$ cat src/gpp_pkg.sv
/*
  Package for the eight-pin port: register offsets, field layouts, reset values
  and the direction-mode readback encoding.
  Assumes a single 100 MHz clock and a plain register port.
*/
package gpp_pkg;

  localparam int unsigned NPIN = 8;
  localparam int unsigned NSRC = 9;

  // Register byte offsets
  localparam logic [7:0] OFS_DIR_OUT  = 8'h00;
  localparam logic [7:0] OFS_DIR_PERI = 8'h04;
  localparam logic [7:0] OFS_PAD_EN   = 8'h08;
  localparam logic [7:0] OFS_DATA_OUT = 8'h0C;
  localparam logic [7:0] OFS_DATA_IN  = 8'h10;
  localparam logic [7:0] OFS_IT_EDGE  = 8'h14;
  localparam logic [7:0] OFS_IT_BOTH  = 8'h18;
  localparam logic [7:0] OFS_IT_POL   = 8'h1C;
  localparam logic [7:0] OFS_INT_EN   = 8'h20;
  localparam logic [7:0] OFS_INT_RAW  = 8'h24;
  localparam logic [7:0] OFS_INT_MSK  = 8'h28;
  localparam logic [7:0] OFS_INT_CLR  = 8'h2C;
  localparam logic [7:0] OFS_ADC_TRG  = 8'h30;
  localparam logic [7:0] OFS_DMA_TRG  = 8'h34;
  localparam logic [7:0] OFS_LOCK     = 8'h38;
  localparam logic [7:0] OFS_COMMIT   = 8'h3C;
  localparam logic [7:0] OFS_PSEL     = 8'h40;
  localparam logic [7:0] OFS_DIRMODE  = 8'h44;
  localparam logic [7:0] OFS_DMA_ACT  = 8'h48;

  // Key that opens the lock register
  localparam logic [31:0] UNLOCK_KEY  = 32'h4C4F434B;

  // Pins guarded by the lock at reset
  localparam logic [7:0] PROT_PINS    = 8'h0F;

  // Reset values: input, no peripheral, pad off, no triggers
  localparam logic [7:0] RST_BYTE     = 8'h00;
  localparam logic [8:0] RST_SRC      = 9'h000;

  // Source index of the DMA activity bit
  localparam int unsigned DMA_SRC_BIT = 8;

  // Direction-mode readback encoding
  typedef enum logic [1:0] {
    GPP_DIR_IN   = 2'b00,
    GPP_DIR_OUT  = 2'b01,
    GPP_DIR_PERI = 2'b10
  } gpp_dir_e;

endpackage

$ cat src/gpp_port.sv
/*
  Eight-pin general-purpose port: direction, pad gating, pin lock, ADC and DMA
  triggers, nine interrupt sources with raw and masked status.
  Assumes a plain register port, read data one cycle after the read strobe.
*/
// Implementation choices: the register addresses and the strobed register port.
// How it works
// - Each pin has its own input or output direction bit.
// - A peripheral bit hands pin direction and value to the peripheral.
// - Eight-bit vectors, bit n is pin n; write only selected pins.
// - Direction mode per pin reads back with the written encoding.
// - Pad enable must also be set before any signal passes.
// - Protected pins ignore direction, peripheral, pad and select writes until lock key and commit allow.
// - Per-pin ADC trigger enable; cleared bit withdraws that pin.
// - Per-pin DMA trigger enable; cleared bit stops its requests.
// - Trigger use never suppresses the pin's interrupt.
// - Nine sources: eight pins plus DMA activity, each with status.
// - Only enabled sources reach the interrupt output.
// - Writing a one-per-source mask clears chosen pending sources.
// - Peripheral select picks which of two peripheral signals drives a pin.
// - Detection is falling, rising, both edges, low or high level.
// - Status reads as raw or as masked by enables.
// - Reset: inputs, pads disabled, GPIO function.
`timescale 1ns/1ps
module gpp_port
  import gpp_pkg::*;
(
  input  wire logic        ref_clk,   // Port clock, 100 MHz
  input  wire logic        srst,      // Sync reset, active high
  input  wire logic [7:0]  reg_addr,  // Register byte address
  input  wire logic [31:0] reg_wdata, // Write data
  input  wire logic        reg_wr,    // Write strobe
  input  wire logic        reg_rd,    // Read strobe
  output logic      [31:0] reg_rdata, // Read data, cycle after strobe
  input  wire logic [7:0]  pin_i,     // Pad input levels
  output logic      [7:0]  pin_o,     // Pad output values
  output logic      [7:0]  pin_oe,    // Pad output enables
  input  wire logic [7:0]  peri_a_o,  // Peripheral A output value
  input  wire logic [7:0]  peri_a_oe, // Peripheral A output enable
  input  wire logic [7:0]  peri_b_o,  // Peripheral B output value
  input  wire logic [7:0]  peri_b_oe, // Peripheral B output enable
  output logic      [7:0]  peri_in,   // Gated pin levels to peripherals
  input  wire logic        dma_done,  // DMA activity pulse
  output logic             adc_trig,  // ADC sequence trigger
  output logic             dma_req,   // DMA transfer request
  output logic             irq        // Port interrupt, level
);

  typedef struct packed {
    logic [7:0]  dir_out;
    logic [7:0]  dir_peri;
    logic [7:0]  pad_en;
    logic [7:0]  data_out;
    logic [7:0]  it_edge;
    logic [7:0]  it_both;
    logic [7:0]  it_pol;
    logic [8:0]  int_en;
    logic [8:0]  int_raw;
    logic [7:0]  adc_en;
    logic [7:0]  dma_en;
    logic [7:0]  psel;
    logic        unlocked;
    logic [7:0]  commit;
    logic [2:0]  dm_pin;
    logic [31:0] rdata;
    logic        adc_trig;
    logic        dma_req;
  } gpp_port_s;

  gpp_port_s st;
  gpp_port_s next_st;

  logic [7:0] in_gated;
  logic [7:0] lvl;
  logic [7:0] hit;
  logic [7:0] can_cfg;
  logic [7:0] wsel;
  logic [7:0] wval;
  logic [8:0] set_src;
  logic [8:0] clr_src;
  logic [8:0] masked;
  gpp_dir_e   dm_code;

  // Pad must be enabled for the pin to reach the detector
  assign in_gated = pin_i & st.pad_en;
  assign peri_in  = lvl;

  genvar gi;
  generate
    for (gi = 0; gi < NPIN; gi++)
    begin : g_pin
      gpp_detect u_det (
        .ref_clk   (ref_clk),
        .srst      (srst),
        .pin_in    (in_gated[gi]),
        .edge_mode (st.it_edge[gi]),
        .both_mode (st.it_both[gi]),
        .polarity  (st.it_pol[gi]),
        .level     (lvl[gi]),
        .event_hit (hit[gi])
      );

      always_comb
      begin
        if (!st.pad_en[gi])
        begin
          pin_o[gi]  = 1'b0;
          pin_oe[gi] = 1'b0;
        end
        else if (st.dir_peri[gi])
        begin
          // Peripheral owns direction and value
          pin_o[gi]  = st.psel[gi] ? peri_b_o[gi] : peri_a_o[gi];
          pin_oe[gi] = st.psel[gi] ? peri_b_oe[gi] : peri_a_oe[gi];
        end
        else
        begin
          pin_o[gi]  = st.data_out[gi];
          pin_oe[gi] = st.dir_out[gi];
        end
      end
    end
  endgenerate

  // Locked pins reject config until unlocked and committed
  assign can_cfg = ~PROT_PINS | (st.unlocked ? st.commit : 8'h00);

  assign wsel    = reg_wdata[15:8];
  assign wval    = reg_wdata[7:0];
  assign set_src = {dma_done, hit};
  assign clr_src = (reg_wr && reg_addr == OFS_INT_CLR) ? reg_wdata[8:0] : 9'h000;
  assign masked  = st.int_raw & st.int_en;

  always_comb
  begin
    if (st.dir_peri[st.dm_pin])
      dm_code = GPP_DIR_PERI;
    else if (st.dir_out[st.dm_pin])
      dm_code = GPP_DIR_OUT;
    else
      dm_code = GPP_DIR_IN;
  end

  always_comb
  begin
    next_st = st;
    // Set wins over a clear in the same cycle
    next_st.int_raw  = (st.int_raw & ~clr_src) | set_src;
    next_st.adc_trig = |(hit & st.adc_en);
    next_st.dma_req  = |(hit & st.dma_en);
    next_st.rdata    = 32'h0000_0000;
    if (reg_wr)
    begin
      unique case (reg_addr)
        // Config vectors: low byte values, next byte pin selects
        OFS_DIR_OUT:
          next_st.dir_out = (st.dir_out & ~(wsel & can_cfg)) | (wval & wsel & can_cfg);
        OFS_DIR_PERI:
          next_st.dir_peri = (st.dir_peri & ~(wsel & can_cfg)) | (wval & wsel & can_cfg);
        OFS_PAD_EN:
          next_st.pad_en = (st.pad_en & ~(wsel & can_cfg)) | (wval & wsel & can_cfg);
        OFS_PSEL:
          next_st.psel = (st.psel & ~(wsel & can_cfg)) | (wval & wsel & can_cfg);
        OFS_DATA_OUT:
          next_st.data_out = (st.data_out & ~wsel) | (wval & wsel);
        OFS_IT_EDGE:
          next_st.it_edge = (st.it_edge & ~wsel) | (wval & wsel);
        OFS_IT_BOTH:
          next_st.it_both = (st.it_both & ~wsel) | (wval & wsel);
        OFS_IT_POL:
          next_st.it_pol = (st.it_pol & ~wsel) | (wval & wsel);
        OFS_ADC_TRG:
          next_st.adc_en = (st.adc_en & ~wsel) | (wval & wsel);
        OFS_DMA_TRG:
          next_st.dma_en = (st.dma_en & ~wsel) | (wval & wsel);
        OFS_INT_EN:
          next_st.int_en = reg_wdata[8:0];
        OFS_LOCK:
          next_st.unlocked = (reg_wdata == UNLOCK_KEY);
        OFS_COMMIT:
          if (st.unlocked)
            next_st.commit = wval;
        OFS_DIRMODE:
          next_st.dm_pin = reg_wdata[2:0];
        default:
          next_st.unlocked = st.unlocked;
      endcase
    end
    if (reg_rd)
    begin
      unique case (reg_addr)
        OFS_DIR_OUT:  next_st.rdata = {24'h000000, st.dir_out};
        OFS_DIR_PERI: next_st.rdata = {24'h000000, st.dir_peri};
        OFS_PAD_EN:   next_st.rdata = {24'h000000, st.pad_en};
        OFS_PSEL:     next_st.rdata = {24'h000000, st.psel};
        OFS_DATA_OUT: next_st.rdata = {24'h000000, st.data_out};
        OFS_DATA_IN:  next_st.rdata = {24'h000000, lvl};
        OFS_IT_EDGE:  next_st.rdata = {24'h000000, st.it_edge};
        OFS_IT_BOTH:  next_st.rdata = {24'h000000, st.it_both};
        OFS_IT_POL:   next_st.rdata = {24'h000000, st.it_pol};
        OFS_ADC_TRG:  next_st.rdata = {24'h000000, st.adc_en};
        OFS_DMA_TRG:  next_st.rdata = {24'h000000, st.dma_en};
        OFS_INT_EN:   next_st.rdata = {23'h000000, st.int_en};
        OFS_INT_RAW:  next_st.rdata = {23'h000000, st.int_raw};
        OFS_INT_MSK:  next_st.rdata = {23'h000000, masked};
        OFS_LOCK:     next_st.rdata = {31'h00000000, ~st.unlocked};
        OFS_COMMIT:   next_st.rdata = {24'h000000, st.commit};
        OFS_DIRMODE:  next_st.rdata = {27'h0000000, st.dm_pin, dm_code};
        default:      next_st.rdata = 32'h0000_0000;
      endcase
    end
  end

  always_ff @(posedge ref_clk)
  begin
    if (srst)
    begin
      st          <= '0;
      st.int_raw  <= RST_SRC;
      st.dir_out  <= RST_BYTE;
      st.dir_peri <= RST_BYTE;
    end
    else
      st <= next_st;
  end

  assign reg_rdata = st.rdata;
  assign adc_trig  = st.adc_trig;
  assign dma_req   = st.dma_req;
  assign irq       = |masked;
endmodule

$ cat src/gpp_detect.sv
/*
  Per-pin synchroniser and edge/level event detector for the port.
  Assumes pin levels are sampled on ref_clk; the type bits come from registers.
*/
`timescale 1ns/1ps
module gpp_detect
  import gpp_pkg::*;
(
  input  wire logic ref_clk,   // Port clock
  input  wire logic srst,      // Sync reset, active high
  input  wire logic pin_in,    // Pin level after pad gating
  input  wire logic edge_mode, // 1 edge, 0 level
  input  wire logic both_mode, // Both edges
  input  wire logic polarity,  // 1 rising/high, 0 falling/low
  output logic      level,     // Synchronised level
  output logic      event_hit  // Event this cycle
);

  typedef struct packed {
    logic s1;
    logic s2;
    logic s3;
  } gpp_det_s;

  gpp_det_s st;
  gpp_det_s next_st;

  logic rise;
  logic fall;

  always_comb
  begin
    next_st    = st;
    next_st.s1 = pin_in;
    next_st.s2 = st.s1;
    next_st.s3 = st.s2;
  end

  always_ff @(posedge ref_clk)
  begin
    if (srst)
      st <= '0;
    else
      st <= next_st;
  end

  // s1 feeds only s2; detection looks at s2 and s3
  assign rise  = st.s2 & ~st.s3;
  assign fall  = ~st.s2 & st.s3;
  assign level = st.s2;

  always_comb
  begin
    if (edge_mode)
      event_hit = both_mode ? (rise | fall) : (polarity ? rise : fall);
    else
      event_hit = polarity ? st.s2 : ~st.s2;
  end

endmodule

$ cat config.mk
export PLATFORM = sky130hd
export DESIGN_NAME = gpp_port
export DESIGN_NICKNAME = d
export VERILOG_FILES = /design/src/gpp_pkg.sv /design/src/gpp_port.sv /design/src/gpp_detect.sv
export SDC_FILE = /design/constraint.sdc
export NUM_CORES = 1
export LEC_CHECK = 0
export BUFFER_PORTS_ARGS = -buffer_cell sky130_fd_sc_hd__buf_2
export CAP_MARGIN = 15
export CORE_ASPECT_RATIO = 1.75
export CORE_MARGIN = 2
export CORE_UTILIZATION = 30
export CTS_CLUSTER_DIAMETER = 150
export DETAILED_ROUTE_END_ITERATION = 7
export PLACE_DENSITY = 0.52
export SYNTH_ARGS = -nofsm -noshare
export SYNTH_HDL_FRONTEND = slang
export SYNTH_SLANG_ARGS = --single-unit
$ cat constraint.sdc
create_clock -name ref_clk -period 4.8 [get_ports ref_clk]
set_input_delay 0.72 -clock ref_clk [delete_from_list [all_inputs] [get_ports ref_clk]]
set_output_delay 0.72 -clock ref_clk [all_outputs]
set_load 0.02 [all_outputs]
==> impl_results.md <==
* Post-CTS sizing at 0
* Ports at 144
* Ys Warns at 0
* TritonCTS clock tree: built
* FMAX at 356.9 MHz
* Initial antenna violation count at 0
* Largest net degree at the start of global routing at slightly above 70
* Netlist cell types at 60
* Layout cells sized above 1 at 0.1699
* Mapped Area at 0.008369 mm²
* Setup crit end kind: flip-flop
* Post-route ant nets at 0
* Site Rows at 80
* Initial Utilization at 0.3063
* DPL Wire Length at 23.18 mm
* Post-synth EDFFs at 0
* Most used DFF post-synth: dfxtp_1
* Peak VDD IR at 0.2335 mV
* Commonest non-fill, non-tap cell in the layout: nand2_1
* CP max FO at 19
* Clock Tree Root: clkbuf_16
* Drt pass-1 iters at 7
* Clk Latency, worst-skew pair at 0.44 ns
* Tot GR Track Use at 0.2170
* Non-filler cells, final at ~1500
* Status: finished clean
* Worst setup SP type: primary input
* Slew Limit Fails at 0
* Worst-path cell chain: buf_2 -> nor2b_1 -> nand2_1 -> o22ai_1 -> nand2_1 -> a31oi_1
* Worst path most repeated cell: nand2_1
* IO buf count at 120
* Req. time, crit path at 5.09 ns
* Final setup violation count at 0
* Synthesized flop and latch total at 145
* Avg Cell Area, Syn at 8.133 µm²
* Vias in the first global route at between 7000 and 8000
* Inserted Clock Buffers at 17
* Die ar. at roughly 0.029 mm²
* RSZ-0062 raised after global routing: no
* DRC Markers at 0
* Most frequent cells in the layout: nand2_1 (181), dfxtp_1 (145), buf_2 (119), nor2_1 (105), mux2i_1 (86)
* Clk_skew at 0.006608 ns
* Fin. Hold Viols at 0
* Worst rel slew slack at 0.3566
* Slew @ Worst Pin at 0.9651 ns
* Via/cell ratio at 5.376
* First-pass GRT wire length at between 40 and 50 mm
* N_diodes at 0
* Total number of vias at 7806
* CTS Sinks at roughly 150
* P_leak at 0.004162 µW
* Die W at approximately 130 µm
* Period utilization at 0.5838
* Power Density at approximately 300 mW/mm²
* WL final at 31.49 mm
* Final nets at 1173
* Clock-pin slew on the worst setup and hold paths at 0.06 ns
* Area grow syn2layout at 13.17%
* Starting DRT DRC Count at 607
* Routability congestion estimate at 0.9336
* Register area share after synthesis at 0.3468
* # H-tree levels at 4
* Placed Instances at 1422
* Post-CTS setup buffers at 0
* Core area at approximately 0.027 mm²
* Worst Path Buf+Inv at 1
* Fin Setup TNS at 0 ns
* Multi-input logic area at 0.004757 mm²
* WS Path Type: in2reg
* Register Area at just under 0.003 mm²
* Filler Cells Inserted at roughly 2900
* Hold Path Class: reg2reg
* Post-Synthesis Cells at 1029
* Arrival @ worst endpoint at around 3.1 ns
* Post-route minimum period at 2.802 ns
* Delay-heaviest family, CP: simple AND/OR/NAND/NOR gates
* Wire length per cell at ~22 µm
* CTS max path bufs at 2
* Critical Path Max Stage Delay at between 0.8 and 0.9 ns
* Ys async rst share at 0
* Total global routing overflow at 0
* Max_cap viols at 0
* Slowest-stage cell, CP: nor2b_1
* Chip height at between 200 and 250 µm
* Hold Buf Count CTS at 0
-- cell usage after synthesis (all sizes together), types with 8 or more instances --
cell type / n / area [µm²]
nand2: 181 / 679.4
dfxtp: 145 / 2903
nor2: 106 / 405.4
mux2i: 86 / 860.8
buf: 77 / 531.8
a21oi: 56 / 280.3
nand3: 55 / 275.3
clkbuf: 48 / 180.2
a22oi: 25 / 187.7
o211a: 24 / 240.2
inv: 23 / 86.33
and3: 17 / 106.4
mux2: 17 / 195.2
ha: 16 / 200.2
a211oi: 11 / 82.58
nor2b: 11 / 68.82
o22ai: 11 / 68.82
nor4: 10 / 77.57
a221oi: 8 / 70.07
a31oi: 8 / 50.05
o21ai: 8 / 40.04
xor2: 8 / 70.07
-- metal layers --
layer  vias up  track usage  wire length [µm]
li1       3634            -                 -
met1      3745       0.2389             11420
met2       336       0.3839             16430
met3        91      0.03205              1712
met4         0       0.1349              1922
met5         -            0                 0
-- cell type report --
type	instances	share of cell area
clock buffer	20	0.04716
tap	369	0.04875
multi-input combinational	758	0.5022
timing repair buffer	127	0.06922
inverter	23	0.009115
sequential	145	0.3065
clock inverter	10	0.01704
-- cells by family (layout without fill, tap and decap cells) --
family | Yosys count | in the layout | share of synthesized area
compound gates | 184 | 184 | 0.1574
fa+ha+maj | 16 | 16 | 0.02392
flops | 145 | 145 | 0.3468
simple gates | 422 | 422 | 0.2361
xor+xnor | 8 | 8 | 0.008372
buf+inv | 148 | 180 | 0.09538
other cells | 1 | 23 | 0.0004481
mux | 105 | 105 | 0.1316
-- stage by stage --
step	power (µW)	setup WS, ns	util	area (µm²)	hold slack, ns
2_1_floorplan	1361	2.742	-	8452	0.4138
3_3_place_gp	1426	1.616	0.3244	8864	0.4147
3_5_place_dp	1427	1.644	0.3244	8864	0.4220
4_1_cts	2827	2.100	0.3466	9472	0.4361
5_1_grt	2889	1.980	0.3466	9472	0.4506
6_report	2809	1.998	0.3466	9472	0.4331
-- final timing paths --
| kind | from | end | slack, ns | cells past startpoint |
|---|---|---|---|---|
| worst max register to register | g_pin[7].u_det.level | dma_req | 2.61 | 7 |
| worst max-delay path | reg_addr[2] | reg_rdata[6] | 2.00 | 6 |
| worst min-delay path | g_pin[5].u_det.next_st[1] | g_pin[5].u_det.level | 0.43 | 1 |
| worst min register to register | g_pin[5].u_det.next_st[1] | g_pin[5].u_det.level | 0.43 | 1 |
-- report_power, final --
part,total (µW),internal (µW),switching [µW]
Clock,1410,875,530
Sequential,1220,1210,7.71
Combinational,188,49.6,138
(Power assumes the default switching activity.)
